### src/verilog/crs_defines.svh
// constants for the cpu register set and stack block
// Functional notes
// - 8-bit accumulator feeds alu operands and takes alu results
// - second index register is never pushed or popped by interrupts
// - 16-bit program counter made of low and high byte halves
// - 8-bit condition code resets to 111x1xxx, pushable and poppable whole
// - half carry bit 4 follows carry from bit 3 on add and adc
// - mask bit 3 set on entry or mask-set, cleared by unmask, restored from the stacked cc by interrupt return
// - requests arriving while masked stay pending until mask clears
// - clearing mask inside a routine lets pending requests in at once
// - zero bit 1 set when last result is zero, cleared otherwise
// - carry bit 0 from arithmetic, set/clear instructions, bit test, shifts
// - 16-bit stack pointer points at next free location, resets to 01ffh
// - stack pointer decrements after a push, increments before a pop
// - upper 9 bits fixed; reset or stack reset sets low seven bits
// - stack pointer low byte readable and writable by load
// - stack pointer wraps silently at both stack limits
// - interrupt entry writes program counter low first at current pointer
// - a call uses two stack bytes, an interrupt five
`ifndef CRS_DEFINES_SVH
`define CRS_DEFINES_SVH
`define CRS_CC_H_BIT      4
`define CRS_CC_I_BIT      3
`define CRS_CC_N_BIT      2
`define CRS_CC_Z_BIT      1
`define CRS_CC_C_BIT      0
`define CRS_CC_RESET      8'he8
`define CRS_SP_HI_FIXED   9'h003
`define CRS_SP_LOW_TOP    7'h7f
`define CRS_SP_RESET      16'h01ff
`define CRS_PC_RESET      16'h0000
`define CRS_CALL_BYTES    3'h2
`define CRS_INT_BYTES     3'h5
`endif

### src/verilog/crs_pkg.sv
// types for the cpu register set and stack block
package crs_pkg;
    // stack operation requested by the sequencer
    typedef enum logic [2:0] {
        CRS_OP_NONE, CRS_OP_PUSH_BYTE, CRS_OP_POP_BYTE, CRS_OP_CALL,
        CRS_OP_RET, CRS_OP_INT, CRS_OP_INTERRUPT_RETURN_INSTR
    } crs_stack_op_t;
    // register selector for loads, pushes and pops
    typedef enum logic [2:0] {
        CRS_SEL_A, CRS_SEL_X, CRS_SEL_Y, CRS_SEL_CC, CRS_SEL_SPL, CRS_SEL_PCL, CRS_SEL_PCH
    } crs_sel_t;
    // alu result with flag update enables
    typedef struct packed {
        logic       valid;
        logic [7:0] result;
        logic       upd_h;
        logic       half;
        logic       upd_c;
        logic       carry;
        logic       upd_nz;
        logic       wr_acc;
    } crs_alu_res_t;
    // stack memory write/read port
    typedef struct packed {
        logic        wr;
        logic        rd;
        logic [15:0] addr;
        logic [7:0]  wdata;
    } crs_mem_req_t;
endpackage

### src/verilog/crs_stack_ptr.sv
// stack pointer with fixed upper bits and silent wrap
`timescale 1ns/1ps
`include "crs_defines.svh"
module crs_stack_ptr
    import crs_pkg::*;
#(
    parameter int LOW_BITS = 7
) (
    // clock and reset
    input  wire logic              i_clk,
    input  wire logic              i_sys_rst,
    // control
    input  wire logic              i_dec,
    input  wire logic              i_inc,
    input  wire logic              i_reset_top,
    input  wire logic              i_load,
    input  wire logic [7:0]        i_load_val,
    // pointer
    output logic      [15:0]       o_sp
);
    // only a 128-byte stack is served
    if (LOW_BITS != 7) begin : g_bad_width
        $error("crs_stack_ptr serves a 128-byte stack only");
    end

    logic [6:0] low_reg;

    // low seven bits move; wrap falls out of the modulo count
    always_ff @(posedge i_clk or posedge i_sys_rst) begin
        if (i_sys_rst) begin
            low_reg <= `CRS_SP_LOW_TOP;
        end else if (i_reset_top) begin
            low_reg <= `CRS_SP_LOW_TOP;
        end else if (i_load) begin
            low_reg <= i_load_val[6:0];
        end else if (i_dec) begin
            low_reg <= low_reg - 7'h01;
        end else if (i_inc) begin
            low_reg <= low_reg + 7'h01;
        end
    end

    // upper nine bits are hardwired
    assign o_sp = {`CRS_SP_HI_FIXED, low_reg};
endmodule // crs_stack_ptr

### src/verilog/crs_register_set.sv
// cpu programmer-visible registers, flags and stack sequencing
`timescale 1ns/1ps
`include "crs_defines.svh"
module crs_register_set
    import crs_pkg::*;
(
    // clock and reset
    input  wire logic              i_clk,
    input  wire logic              i_sys_rst,
    // alu result path
    input  wire crs_alu_res_t      i_alu,
    // register loads
    input  wire logic              i_load,
    input  wire crs_sel_t          i_load_sel,
    input  wire logic [7:0]        i_load_val,
    input  wire logic              i_pc_load,
    input  wire logic [15:0]       i_pc_val,
    input  wire logic              i_pc_inc,
    // flag instructions
    input  wire logic              i_mask_set,
    input  wire logic              i_unmask,
    input  wire logic              i_carry_set,
    input  wire logic              i_carry_clear,
    input  wire logic              i_sp_reset,
    // stack operations
    input  wire crs_stack_op_t     i_stack_op,
    input  wire crs_sel_t          i_stack_sel,
    input  wire logic [15:0]       i_call_target,
    input  wire logic [7:0]        i_mem_rdata,
    // interrupt requests
    input  wire logic              i_irq,
    input  wire logic              i_trap,
    // register views
    output logic      [7:0]        o_accumulator,
    output logic      [7:0]        o_index_x,
    output logic      [7:0]        o_index_y,
    output logic      [15:0]       o_program_counter,
    output logic      [7:0]        o_condition_code,
    output logic      [15:0]       o_stack_pointer,
    // stack memory port
    output crs_mem_req_t           o_mem,
    // sequencer status
    output logic                   o_busy,
    output logic                   o_irq_take,
    output logic                   o_irq_pending
);
    typedef enum logic [1:0] {CRS_ST_IDLE, CRS_ST_PUSH, CRS_ST_POP} crs_state_t;

    logic [7:0]   acc_reg;
    logic [7:0]   x_reg;
    logic [7:0]   y_reg;
    logic [15:0]  pc_reg;
    logic [7:0]   cc_reg;
    logic         pend_reg;
    crs_state_t   state_reg;
    logic [2:0]   cnt_reg;
    logic [2:0]   len_reg;
    logic         is_int_reg;
    logic         pop_wait_reg;
    logic [15:0]  ret_pc_reg;
    logic [15:0]  sp;
    logic         sp_dec;
    logic         sp_inc;
    logic         sp_load;
    logic         start_push;
    logic         start_pop;
    logic         pop_single;
    logic         pop_strobe;
    logic         take_irq;
    crs_sel_t     pop_sel;
    crs_sel_t     push_sel;
    logic [7:0]   push_data;

    crs_stack_ptr #(.LOW_BITS(7)) u_sp (
        .i_clk       (i_clk),
        .i_sys_rst   (i_sys_rst),
        .i_dec       (sp_dec),
        .i_inc       (sp_inc),
        .i_reset_top (i_sp_reset),
        .i_load      (sp_load),
        .i_load_val  (i_load_val),
        .o_sp        (sp)
    );

    // an irq is taken only between sequences and when unmasked, trap ignores mask
    assign take_irq   = (state_reg == CRS_ST_IDLE) && (i_stack_op == CRS_OP_NONE)
                        && ((pend_reg && !cc_reg[`CRS_CC_I_BIT]) || i_trap);
    assign start_push = (state_reg == CRS_ST_IDLE)
                        && ((i_stack_op == CRS_OP_CALL) || (i_stack_op == CRS_OP_INT) || take_irq);
    assign start_pop  = (state_reg == CRS_ST_IDLE)
                        && ((i_stack_op == CRS_OP_RET) || (i_stack_op == CRS_OP_INTERRUPT_RETURN_INSTR));
    assign pop_single = (state_reg == CRS_ST_IDLE) && (i_stack_op == CRS_OP_POP_BYTE);
    assign sp_load    = i_load && (i_load_sel == CRS_SEL_SPL);

    // push order pcl, pch, x, a, cc; y never included
    always_comb begin
        case (cnt_reg)
            3'h0:    push_sel = CRS_SEL_PCL;
            3'h1:    push_sel = CRS_SEL_PCH;
            3'h2:    push_sel = CRS_SEL_X;
            3'h3:    push_sel = CRS_SEL_A;
            default: push_sel = CRS_SEL_CC;
        endcase
    end

    // pops walk the same order backwards
    always_comb begin
        if (state_reg == CRS_ST_POP) begin
            case (len_reg - cnt_reg)
                3'h1:    pop_sel = CRS_SEL_PCL;
                3'h2:    pop_sel = CRS_SEL_PCH;
                3'h3:    pop_sel = CRS_SEL_X;
                3'h4:    pop_sel = CRS_SEL_A;
                default: pop_sel = CRS_SEL_CC;
            endcase
        end else begin
            pop_sel = i_stack_sel;
        end
    end

    // data for the byte being pushed
    always_comb begin
        if (state_reg == CRS_ST_PUSH) begin
            case (push_sel)
                CRS_SEL_PCL: push_data = ret_pc_reg[7:0];
                CRS_SEL_PCH: push_data = ret_pc_reg[15:8];
                CRS_SEL_X:   push_data = x_reg;
                CRS_SEL_A:   push_data = acc_reg;
                default:     push_data = cc_reg;
            endcase
        end else begin
            case (i_stack_sel)
                CRS_SEL_A:  push_data = acc_reg;
                CRS_SEL_X:  push_data = x_reg;
                CRS_SEL_Y:  push_data = y_reg;
                default:    push_data = cc_reg;
            endcase
        end
    end

    // write at current pointer then decrement; increment then read
    assign sp_dec     = (state_reg == CRS_ST_PUSH)
                        || ((state_reg == CRS_ST_IDLE) && (i_stack_op == CRS_OP_PUSH_BYTE));
    assign sp_inc     = ((state_reg == CRS_ST_POP) && !pop_wait_reg) || pop_single;
    assign pop_strobe = pop_wait_reg;
    assign o_mem.wr    = sp_dec;
    assign o_mem.rd    = pop_strobe;
    assign o_mem.addr  = sp;
    assign o_mem.wdata = push_data;

    // sequence control: push moves one byte per cycle, pop one byte per two cycles (increment, then read)
    always_ff @(posedge i_clk or posedge i_sys_rst) begin
        if (i_sys_rst) begin
            state_reg    <= CRS_ST_IDLE;
            cnt_reg      <= 3'h0;
            len_reg      <= 3'h0;
            is_int_reg   <= 1'b0;
            pop_wait_reg <= 1'b0;
        end else begin
            case (state_reg)
                CRS_ST_IDLE: begin
                    cnt_reg      <= 3'h0;
                    pop_wait_reg <= pop_single;
                    if (start_push) begin
                        state_reg  <= CRS_ST_PUSH;
                        is_int_reg <= (i_stack_op != CRS_OP_CALL);
                        len_reg    <= (i_stack_op == CRS_OP_CALL) ? `CRS_CALL_BYTES : `CRS_INT_BYTES;
                    end else if (start_pop) begin
                        state_reg  <= CRS_ST_POP;
                        is_int_reg <= (i_stack_op == CRS_OP_INTERRUPT_RETURN_INSTR);
                        len_reg    <= (i_stack_op == CRS_OP_RET) ? `CRS_CALL_BYTES : `CRS_INT_BYTES;
                    end
                end
                CRS_ST_PUSH: begin
                    cnt_reg <= cnt_reg + 3'h1;
                    if (cnt_reg == len_reg - 3'h1) begin
                        state_reg <= CRS_ST_IDLE;
                    end
                end
                default: begin
                    pop_wait_reg <= !pop_wait_reg;
                    if (pop_wait_reg) begin
                        cnt_reg <= cnt_reg + 3'h1;
                        if (cnt_reg == len_reg - 3'h1) begin
                            state_reg    <= CRS_ST_IDLE;
                            pop_wait_reg <= 1'b0;
                        end
                    end
                end
            endcase
        end
    end

    // return address captured at the start of a push sequence
    always_ff @(posedge i_clk or posedge i_sys_rst) begin
        if (i_sys_rst) begin
            ret_pc_reg <= `CRS_PC_RESET;
        end else if (start_push) begin
            ret_pc_reg <= pc_reg;
        end
    end

    // accumulator, alu result or load or pop
    always_ff @(posedge i_clk or posedge i_sys_rst) begin
        if (i_sys_rst) begin
            acc_reg <= 8'h00;
        end else if (pop_strobe && pop_sel == CRS_SEL_A) begin
            acc_reg <= i_mem_rdata;
        end else if (i_alu.valid && i_alu.wr_acc) begin
            acc_reg <= i_alu.result;
        end else if (i_load && i_load_sel == CRS_SEL_A) begin
            acc_reg <= i_load_val;
        end
    end

    // index registers; y only by explicit pop or load
    always_ff @(posedge i_clk or posedge i_sys_rst) begin
        if (i_sys_rst) begin
            x_reg <= 8'h00;
            y_reg <= 8'h00;
        end else begin
            if (pop_strobe && pop_sel == CRS_SEL_X) begin
                x_reg <= i_mem_rdata;
            end else if (i_load && i_load_sel == CRS_SEL_X) begin
                x_reg <= i_load_val;
            end
            if (pop_strobe && pop_sel == CRS_SEL_Y && state_reg == CRS_ST_IDLE) begin
                y_reg <= i_mem_rdata;
            end else if (i_load && i_load_sel == CRS_SEL_Y) begin
                y_reg <= i_load_val;
            end
        end
    end

    // program counter halves; call jumps as the push starts, before the return address is stacked
    always_ff @(posedge i_clk or posedge i_sys_rst) begin
        if (i_sys_rst) begin
            pc_reg <= `CRS_PC_RESET;
        end else if (pop_strobe && pop_sel == CRS_SEL_PCL) begin
            pc_reg[7:0] <= i_mem_rdata;
        end else if (pop_strobe && pop_sel == CRS_SEL_PCH) begin
            pc_reg[15:8] <= i_mem_rdata;
        end else if (start_push && i_stack_op == CRS_OP_CALL) begin
            pc_reg <= i_call_target;
        end else if (i_pc_load) begin
            pc_reg <= i_pc_val;
        end else if (i_pc_inc) begin
            pc_reg <= pc_reg + 16'h0001;
        end
    end

    // condition code: pop wins, then load, then mask events and flag updates
    always_ff @(posedge i_clk or posedge i_sys_rst) begin
        if (i_sys_rst) begin
            cc_reg <= `CRS_CC_RESET;
        end else if (pop_strobe && pop_sel == CRS_SEL_CC) begin
            cc_reg <= i_mem_rdata;
        end else if (i_load && i_load_sel == CRS_SEL_CC) begin
            cc_reg <= i_load_val;
        end else begin
            if (state_reg == CRS_ST_PUSH && is_int_reg && cnt_reg == len_reg - 3'h1) begin
                cc_reg[`CRS_CC_I_BIT] <= 1'b1;
            end else if (i_mask_set) begin
                cc_reg[`CRS_CC_I_BIT] <= 1'b1;
            end else if (i_unmask) begin
                cc_reg[`CRS_CC_I_BIT] <= 1'b0;
            end
            if (i_alu.valid && i_alu.upd_h) begin
                cc_reg[`CRS_CC_H_BIT] <= i_alu.half;
            end
            if (i_alu.valid && i_alu.upd_nz) begin
                cc_reg[`CRS_CC_N_BIT] <= i_alu.result[7];
                cc_reg[`CRS_CC_Z_BIT] <= (i_alu.result == 8'h00);
            end
            if (i_carry_set) begin
                cc_reg[`CRS_CC_C_BIT] <= 1'b1;
            end else if (i_carry_clear) begin
                cc_reg[`CRS_CC_C_BIT] <= 1'b0;
            end else if (i_alu.valid && i_alu.upd_c) begin
                cc_reg[`CRS_CC_C_BIT] <= i_alu.carry;
            end
        end
    end

    // pending latch; a new request beats the take in the same cycle
    always_ff @(posedge i_clk or posedge i_sys_rst) begin
        if (i_sys_rst) begin
            pend_reg <= 1'b0;
        end else if (i_irq) begin
            pend_reg <= 1'b1;
        end else if (take_irq && !i_trap) begin
            pend_reg <= 1'b0;
        end
    end

    // register views
    assign o_accumulator     = acc_reg;
    assign o_index_x         = x_reg;
    assign o_index_y         = y_reg;
    assign o_program_counter = pc_reg;
    assign o_condition_code  = cc_reg;
    assign o_stack_pointer   = sp;
    assign o_busy            = (state_reg != CRS_ST_IDLE);
    assign o_irq_take        = take_irq;
    assign o_irq_pending     = pend_reg;
endmodule // crs_register_set

### config.mk
export PLATFORM = sky130hd
export DESIGN_NAME = crs_register_set
export DESIGN_NICKNAME = d
export VERILOG_FILES = /design/src/verilog/crs_pkg.sv /design/src/verilog/crs_stack_ptr.sv /design/src/verilog/crs_register_set.sv
export VERILOG_INCLUDE_DIRS = /design/src /design/src/verilog
export SDC_FILE = /design/constraint.sdc
export NUM_CORES = 1
export LEC_CHECK = 0
export ABC_AREA = 0
export BUFFER_PORTS_ARGS = -buffer_cell sky130_fd_sc_hd__buf_2
export CAP_MARGIN = 5
export CORE_ASPECT_RATIO = 0.7
export CORE_MARGIN = 2
export CORE_UTILIZATION = 57
export DETAILED_ROUTE_END_ITERATION = 7
export PLACE_DENSITY = 0.95
export SLEW_MARGIN = 10
export SYNTH_ARGS = -nofsm -noshare
export SYNTH_HDL_FRONTEND = slang
export SYNTH_HIERARCHICAL = 1
export SYNTH_SLANG_ARGS = --single-unit
### constraint.sdc
create_clock -name i_clk -period 5.1 [get_ports i_clk]
set_input_delay 1.275 -clock i_clk [delete_from_list [all_inputs] [get_ports i_clk]]
set_output_delay 1.275 -clock i_clk [all_outputs]
set_load 0.02 [all_outputs]
==> key figures, run 1 <==
Run status
  – Status: finished, final reports clean

CTS
  – # Post-CTS Setup Buffers: 0
  – CTS root buffer: clkbuf_16
  – CTS tree: built
  – Clock Tree Buf Depth: 2
  – CTS Hold Buffers Added: 0
  – Skew-Pair Late Insertion Delay: 0.35 ns
  – Worst-path clk slew: 0.07 ns
  – H-tree depth: 3
  – CTS Buf Count: 9
  – Clock Sinks: 81
  – CTS resizes: 0

Synthesis
  – Ys async rst share: 100.0%
  – Post-synth EDFFs: 0
  – Count leader, synth: nand2_1
  – Post-synth top flop: dfrtp_1
  – Proportion of netlist area held by the largest area contributor: 29.28%
  – Top post-synthesis cells by area: dfrtp_1 29%, mux2_2 6.2%, nand2_1 6.2%
  – Post-synth design cell area: 5982 um2
  – Largest area contributor in the synthesized netlist: dfrtp_1
  – Yosys cell types: 70
  – Post-Syn Area per Cell: 8.607 um2
  – #FFs+latches synth: 81
  – Most instantiated cells after synthesis: 99 x nand2_1, 70 x dfrtp_1, 52 x nor2_1
  – Synth Instances: 695
  – Seq/Total Area, Yosys: 34.11%
  – Yosys Warn Count: 6

Pwr
  – Max VDD drop: 501.7 uV
  – Sw Share: 47.89%
  – Pwr Total: 4.688 mW
  – Leak: 3.212 nW
  – Comb pwr share: 54.7%
  – Sequential power share: 29.8%
  – Internal power: 2.443 mW
  – Switching power: 2.245 mW
  – Cell area power density: 673.1 nW/um2
  – Clk pwr share: 15.5%

Finish
  – Layout cells sized above 1: 28.97%
  – Nets: 912
  – Post-layout util: 67.75%
  – Final Instance Count excl. Fillers: 950
  – Ant diodes: 0
  – Area growth from synthesis to layout: 16.42%
  – Final instance area: 6964 um2

Die
  – Die area: 11340 um2
  – Rows: 31
  – Core ar.: 10280 um2
  – Die height: 89.71 um
  – Initial core utilization: 58.20%
  – Boundary Pins: 177
  – Die X-Extent: 126.4 um

Global routing
  – Largest net degree at the start of global routing: 44
  – Vias in the first global route: 5646
  – All-Layer GR Usage: 32.40%
  – First-pass GRT wire length: 29530 um
  – Remaining global-route overflow: 0
  – Antenna violations before repair: 0

Hold path
  – Worst Hold Class: reg2reg

Worst setup path
  – Crit Path Max Fanout: 19
  – WP data arrival: 2.93 ns
  – Setup crit start kind: register
  – Critical path class: reg2out
  – Critical Path RT: 3.83 ns
  – CP endpoint kind: output port

STA
  – Slew @ Worst Pin: 1.146 ns
  – Tcrit/Tclk final: 82.54%
  – Fin Hold WS: 0.4968 ns
  – Endpoints failing hold: 0
  – Setup TNS: 0 ns
  – PnR worst setup slack: 0.8907 ns
  – Fmax: 0.2376 GHz
  – Period minus WS final: 4.209 ns
  – RSZ-0062 raised after global routing: false
  – Final setup viols: 0
  – Slew Limit Fails: 0
  – Worst relative slew slack: 23.31%
  – Clk_skew: 0.006669 ns

Place
  – Port bufs: 158
  – Placed cell count: 934
  – DP Wirelength: 13680 um
  – DP Worst Slack: 0.9146 ns
  – Final Wtd Congestion: 0.9814
  – Placed cell areas: 6634 um2

Routing
  – Antenna viol nets, final: 0
  – Routed via count: 6146
  – DRC violations left: 0
  – Iter 0 DRT Violations: 794
  – Detailed Routing Iterations Pass 1: 5
  – Vias/cell: 6.469
  – Final wirelength: 18650 um
  – Wire per inst: 19.64 um

Job
  – Max Cap Viol: 0
path summary, 6_finish.rpt:
path                                    start              end  slack (ns)  cells after the start
worst max-delay path               cnt_reg[1]         o_mem[3]        0.89                      7
worst min-delay path            o_irq_pending    o_irq_pending        0.50                      1
worst max register to register   state_reg[0]  u_sp/low_reg[6]        2.01                      9
worst min register to register  o_irq_pending    o_irq_pending        0.50                      1
max in group asynchronous           i_sys_rst    ret_pc_reg[1]        2.99                      3
min in group asynchronous           i_sys_rst  u_sp/low_reg[2]        1.14                      2
metal layers:
layer	vias to the layer above	track usage [%]	wire length (um)
li1	2728	-	-
met4	0	9.341	524
met3	69	9.048	2413
met1	2906	46.17	7515
met2	443	48.35	8200
met5	-	0	0
layout make-up:
cell class | instances | area, um2
multi-input cells | 537 | 3528
fillers | 773 | 3314
flip-flops and latches | 81 | 2041
repair buffers | 162 | 820.8
clock buffers | 9 | 225.2
well taps | 132 | 165.2
clock inverters | 7 | 101.3
inverters | 22 | 82.58
cells in the final DEF (no fill, tap or decap), types with 33 or more instances in the layout:
cell type and n:
nand2_1 99, mux2_2 33, buf_2 158, dfrtp_1 70
a21oi_1 36, mux2i_1 37, o21ai_0 41, nor2_1 52
worst max-delay path: stages (launching register included):
cell	delay, ns
dfrtp_1	0.49
inv_1	0.12
ha_1	0.41
nor3_1	0.79
a222oi_1	0.27
nand2_1	0.14
o211a_1	0.18
buf_2	0.17
logic make-up after synthesis:
kind of cell / count (synthesis) / synth area share (%)
muxes: 71 / 12.65
and+or+nand+nor: 251 / 19.75
adders and majority gates: 15 / 3.389
xor gates and xnor gates: 15 / 2.468
buffers and inverters: 84 / 7.404
other: 2 / 0.1255
AOI/OAI and AO/OA: 176 / 20.10
DFF: 81 / 34.11
power groups by stage:
stage	Combinational [mW]	Clock (mW)	Sequential, mW
6_report	2.56	0.727	1.40
3_5_place_dp	2.49	0	1.38
2_1_floorplan	1.70	0	1.46
5_1_grt	2.77	0.752	1.44
4_1_cts	2.52	0.723	1.38
3_3_place_gp	2.41	0	1.38
Note: power is estimated with default switching activity, not from simulation.
==> run 2: changes to the inputs <==
- CORE_UTILIZATION: 57 -> 53
- PLACE_DENSITY: 0.95 -> 0.92
- clock period: 5.1 -> 4.3 ns (I/O delays scaled with it)
==> key figures, run 2 (synthesis gave the netlist of run 1 again) <==
Worst setup path
  – R2R Setup Slk: 1.45 ns (was 2.01 ns)
  – Crit path cell chain: inv_1, ha_1, nor3_1, a222oi_1, nand2_1, o211a_1, buf_2 (unchanged)
  – Reg2reg end: o_program_counter[9] (was u_sp/low_reg[6])
  – Setup crit start kind: register (unchanged)
  – CP startpoint: cnt_reg[1] (unchanged)
  – Slowest CP cell: nor3_1 (unchanged)
  – Crit Path Max Fanout: 19 (unchanged)
  – Critical path class: reg2out (unchanged)
  – R2r startpoint: cnt_reg[0] (was state_reg[0])
  – CP endpoint kind: output port (unchanged)
  – Path depth of the worst reg2reg path: 7 (was 9)
  – Largest stage delay on the critical path: 0.84 ns (was 0.79 ns)
  – WP data arrival: 2.95 ns (was 2.93 ns)
  – Critical Path RT: 3.22 ns (was 3.83 ns)

STA
  – RSZ-0062 raised after global routing: false (unchanged)
  – PnR worst setup slack: 0.2767 ns (was 0.8907 ns)
  – Tcrit/Tclk final: 93.57%
  – Fin Hold WS: 0.5105 ns (was 0.4968 ns)
  – Endpoints failing hold: 0 (unchanged)
  – Clk_skew: 0.008382 ns (was 0.006669 ns)
  – Slew Limit Fails: 0 (unchanged)
  – Final setup viols: 0 (unchanged)
  – Fmax: 0.2486 GHz
  – Period minus WS final: 4.023 ns
  – Worst relative slew slack: 19.34% (was 23.31%)
  – Setup TNS: 0 ns (unchanged)
  – Slew @ Worst Pin: 1.207 ns (was 1.146 ns)

Job
  – Max Cap Viol: 0 (unchanged)

Die
  – Die X-Extent: 131.0 um (was 126.4 um)
  – Die area: 12170 um2 (was 11340 um2)
  – Boundary Pins: 177 (unchanged)
  – Core ar.: 11010 um2 (was 10280 um2)
  – Rows: 32 (was 31)
  – Die height: 92.89 um (was 89.71 um)
  – Initial core utilization: 54.33% (was 58.20%)

Routing
  – Vias/cell: 6.292 (was 6.469)
  – Detailed Routing Iterations Pass 1: 6 (was 5)
  – Antenna viol nets, final: 0 (unchanged)
  – Iter 0 DRT Violations: 887 (was 794)
  – DRC violations left: 0 (unchanged)
  – Routed via count: 6122 (was 6146)
  – Final wirelength: 18970 um (was 18650 um)
  – Wire per inst: 19.50 um (was 19.64 um)

CTS
  – H-tree depth: 3 (unchanged)
  – CTS tree: built (unchanged)
  – CTS root buffer: clkbuf_16 (unchanged)
  – Clock Sinks: 81 (unchanged)
  – CTS Hold Buffers Added: 0 (unchanged)
  – CTS resizes: 0 (unchanged)
  – # Post-CTS Setup Buffers: 0 (unchanged)
  – Skew-Pair Late Insertion Delay: 0.35 ns (about the same)
  – Clock Tree Buf Depth: 2 (unchanged)
  – CTS Buf Count: 9 (unchanged)
  – Worst-path clk slew: 0.06 ns (was 0.07 ns)

Place
  – Final Wtd Congestion: 0.9684 (was 0.9814)
  – DP Wirelength: 13970 um (was 13680 um)
  – Placed cell areas: 6675 um2 (was 6634 um2)
  – Port bufs: 158 (unchanged)
  – DP Worst Slack: 0.6973 ns (was 0.9146 ns)

Finish
  – Commonest non-fill, non-tap cell in the layout: buf_2 (unchanged)
  – Nets: 914 (was 912)
  – Post-layout util: 63.16% (was 67.75%)
  – Layout cells sized above 1: 29.02% (was 28.97%)
  – Most frequent cells in the layout: 158 x buf_2, 99 x nand2_1, 70 x dfrtp_1 (unchanged)
  – Final instance area: 6954 um2 (was 6964 um2)
  – Ant diodes: 0 (unchanged)
  – Area growth from synthesis to layout: 16.25% (was 16.42%)

Pwr
  – Cell area power density: 786.6 nW/um2 (was 673.1 nW/um2)
  – Max VDD drop: 479.2 uV (was 501.7 uV)
  – Leak: 3.202 nW (was 3.212 nW)

Global routing
  – Antenna violations before repair: 0 (unchanged)
  – Vias in the first global route: 5610 (was 5646)
  – Remaining global-route overflow: 0 (unchanged)
  – Largest net degree at the start of global routing: 50 (was 44)
  – All-Layer GR Usage: 31.44% (was 32.40%)
  – First-pass GRT wire length: 29640 um (was 29530 um)

Run status
  – Status: finished, final reports clean (unchanged)

Hold path
  – Worst Hold Class: reg2reg (unchanged)
  – Worst hold start: ret_pc_reg[14] (was o_irq_pending)
  – WHS Endpoint: ret_pc_reg[14] (was o_irq_pending)
  – Hold depth: 1 (unchanged)
## run 2: through the flow
step | power (mW) | cells
after floorplan | 3.750 | 702
after global placement | 4.537 | 957
after detailed placement | 4.624 | 957
after CTS | 5.390 | 973
after global routing | 5.786 | 973
final | 5.470 | 973
## run 2: cell type report
type,instances,area (um2)
Fill cell,876,4056
Inverter,22,82.58
Tap cell,153,191.4
Clock inverter,7,53.80
Sequential cell,81,2041
Clock buffer,9,225.2
Timing Repair Buffer,164,835.8
Multi-Input combinational cell,537,3525
## run 2: report_power, final
group / internal, mW / total [mW] / switching (mW)
logic: 1.24 / 3.07 / 1.84
clock network: 0.396 / 0.728 / 0.332
registers: 1.15 / 1.67 / 0.515
total: 2.79 / 5.47 / 2.68
## run 2: per-layer routing
| metal | GRT usage [%] | up-vias | part of all wire, % |
|---|---|---|---|
| li1 | - | 2726 | - |
| met1 | 46.20 | 2915 | 42 |
| met2 | 44.82 | 434 | 44 |
| met3 | 9.301 | 47 | 12 |
| met4 | 8.599 | 0 | 2.2 |
| met5 | 0 | - | 0 |
## run 2: worst max-delay path by stage
stage / to / depth (start not counted)
3_5_place_dp: u_sp/low_reg[6] / 13
6_report: o_mem[7] / 7
2_1_floorplan: u_sp/low_reg[6] / 12
4_1_cts: o_mem[3] / 7
5_1_grt: o_mem[3] / 7
3_3_place_gp: u_sp/low_reg[6] / 13
## run 2: critical path, delay by kind of cell (launching register included)
| family | cells | cell delay, ns |
|---|---|---|
| adders and majority gates | 1 | 0.39 |
| and+or+nand+nor | 2 | 0.98 |
| AOI/OAI and AO/OA | 2 | 0.45 |
| DFF | 1 | 0.50 |
| buffers and inverters | 2 | 0.29 |
==> run 3: changes to the inputs <==
==> constraint.sdc (replaced) <==
create_clock -name i_clk -period 4.3 [get_ports i_clk]
set_input_delay 0 -clock i_clk [delete_from_list [all_inputs] [get_ports i_clk]]
set_output_delay 0 -clock i_clk [all_outputs]
set_load 0.02 [all_outputs]
==> key figures, run 3 (synthesis gave the netlist of run 1 again) <==
Die
  – Initial core utilization: 54.33% (unchanged)
  – Rows: 32 (unchanged)
  – Die area: 12170 um2 (unchanged)
  – Die X-Extent: 131.0 um (unchanged)
  – Boundary Pins: 177 (unchanged)
  – Die height: 92.89 um (unchanged)
  – Core ar.: 11010 um2 (unchanged)

STA
  – RSZ-0062 raised after global routing: false (unchanged)
  – Fmax: 0.3181 GHz (was 0.2486 GHz)
  – Final setup viols: 0 (unchanged)
  – Slew Limit Fails: 0 (unchanged)
  – Period minus WS final: 3.144 ns (was 4.023 ns)
  – Setup TNS: 0 ns (unchanged)
  – Tcrit/Tclk final: 73.11% (was 93.57%)
  – Fin Hold WS: 0.004856 ns (was 0.5105 ns)
  – Worst relative slew slack: 11.41% (was 19.34%)
  – Slew @ Worst Pin: 1.326 ns (was 1.207 ns)
  – Clk_skew: 0.007346 ns (was 0.008382 ns)
  – Endpoints failing hold: 0 (unchanged)

Place
  – Final Wtd Congestion: 0.9510 (was 0.9684)
  – DP Wirelength: 13790 um (was 13970 um)
  – Port bufs: 158 (unchanged)
  – Placed cell count: 954 (was 957)

Worst setup path
  – Slowest CP cell: nor3_1 (unchanged)
  – Buffers and inverters on the worst path: 2 (unchanged)
  – Critical Path RT: 4.30 ns (was 3.22 ns)
  – Critical path class: reg2out (unchanged)
  – Crit path cell chain: inv_1, ha_1, nor3_1, a222oi_1, nand2_1, o211a_1, buf_2 (unchanged)
  – WP data arrival: 3.14 ns (was 2.95 ns)
  – Setup crit start kind: register (unchanged)
  – CP endpoint kind: output port (unchanged)
  – Crit Path Max Fanout: 19 (unchanged)
  – Largest delay share family, worst path: simple AND/OR/NAND/NOR gates (unchanged)
  – Largest stage delay on the critical path: 0.94 ns (was 0.84 ns)

Finish
  – Commonest non-fill, non-tap cell in the layout: buf_2 (unchanged)
  – Nets: 931 (was 914)
  – Area growth from synthesis to layout: 19.12% (was 16.25%)
  – Final Instance Count excl. Fillers: 990 (was 973)
  – Layout cells sized above 1: 27.96% (was 29.02%)
  – Ant diodes: 0 (unchanged)
  – Most frequent cells in the layout: 158 x buf_2, 99 x nand2_1, 70 x dfrtp_1 (unchanged)

Run status
  – Failing checks: design-rule violations
  – Status: finished, violations left (was finished, final reports clean)

CTS
  – Skew-Pair Late Insertion Delay: 0.35 ns (about the same)
  – CTS root buffer: clkbuf_16 (unchanged)
  – Clock Tree Buf Depth: 2 (unchanged)
  – CTS resizes: 0 (unchanged)
  – CTS Buf Count: 9 (unchanged)
  – CTS Hold Buffers Added: 20 (was 0)
  – CTS tree: built (unchanged)
  – # Post-CTS Setup Buffers: 0 (unchanged)
  – Clock Sinks: 81 (unchanged)
  – Worst-path clk slew: 0.06 ns (about the same)
  – H-tree depth: 3 (unchanged)

Hold path
  – Worst Hold Class: in2reg (was reg2reg)

Routing
  – Vias/cell: 6.249 (was 6.292)
  – Wire per inst: 19.64 um (was 19.50 um)
  – Final wirelength: 19450 um (was 18970 um)
  – Routed via count: 6187 (was 6122)
  – Antenna viol nets, final: 0 (unchanged)
  – DRC violations left: 1 (was 0)
  – Detailed Routing Iterations Pass 1: 8 (was 6)
  – Iter 0 DRT Violations: 917 (was 887)

Pwr
  – Pwr Total: 5.526 mW (was 5.470 mW)
  – Max VDD drop: 480.1 uV (was 479.2 uV)
  – Cell area power density: 775.5 nW/um2 (was 786.6 nW/um2)
  – Leak: 3.266 nW (was 3.202 nW)

Global routing
  – Antenna violations before repair: 0 (unchanged)
  – Remaining global-route overflow: 0 (unchanged)
  – Largest net degree at the start of global routing: 51 (was 50)
  – First-pass GRT wire length: 30060 um (was 29640 um)
  – All-Layer GR Usage: 32.18% (was 31.44%)
  – Vias in the first global route: 5661 (was 5610)

Job
  – Max Cap Viol: 0 (unchanged)
==> run 3: cell count changes in the layout (fill, tap and decap cells not counted), sizes merged <==
cell / previous run / this run
clkinvlp: 2 / 1
clkinv: 3 / 4
clkbuf: 9 / 10
buf: 164 / 161
dlygate4sd3: 0 / 20
inv: 24 / 23
==> run 3: metal layers <==
layer	up-vias	share of wire (%)	track usage (%)	wire length, um
met5	-	0	0	0
met4	0	3.8	11.88	734
met3	81	13	9.128	2571
met2	464	42	45.60	8208
met1	2895	41	46.50	7932
li1	2747	-	-	-
==> run 3: final cells by class <==
class	count	area, um2
fillers	876	3885
multi-input cells	537	3525
flip-flops and latches	81	2041
repair buffers	181	1013
clock buffers	10	229.0
well taps	153	191.4
inverters	22	82.58
clock inverters	6	43.79
==> run 3: stage by stage <==
| step | setup WS [ns] | util, % | area (um2) |
|---|---|---|---|
| 2_1_floorplan | 1.639 | - | 6008 |
| 3_3_place_gp | 1.446 | 60.42 | 6653 |
| 3_5_place_dp | 1.300 | 60.42 | 6653 |
| 4_1_cts | 1.275 | 64.72 | 7126 |
| 5_1_grt | 1.029 | 64.72 | 7126 |
| 6_report | 1.156 | 64.72 | 7126 |
==> run 3: power breakdown <==
group          internal [mW]  total [mW]  switching (mW)
clock                  0.393       0.724           0.331
sequential              1.15        1.67           0.514
combinational           1.24        3.13            1.89
==> run 3: path summary, 6_finish.rpt <==
| path | start | endpoint | slack, ns | cells after the start |
|---|---|---|---|---|
| min in group asynchronous | i_sys_rst | u_sp/low_reg[1] | 0.43 | 3 |
| worst max-delay path | cnt_reg[1] | o_mem[6] | 1.16 | 7 |
| worst min register to register | ret_pc_reg[0] | ret_pc_reg[0] | 0.51 | 1 |
| worst min-delay path | i_call_target[6] | o_program_counter[6] | 0.005 | 3 |
| max in group asynchronous | i_sys_rst | o_accumulator[3] | 2.85 | 4 |
| worst max register to register | state_reg[0] | u_sp/low_reg[6] | 1.22 | 9 |
==> run 3: worst register-to-register path, cell delays in order (launching register included) <==
cell and delay (ns):
dfrtp_1 0.54, nor2_1 0.09, nor2_1 0.57, inv_2 0.16, fa_1 0.49, nand2b_1 0.18, a21oi_1 0.26, mux2_4 0.34
o21a_1 0.19, o31ai_2 0.17
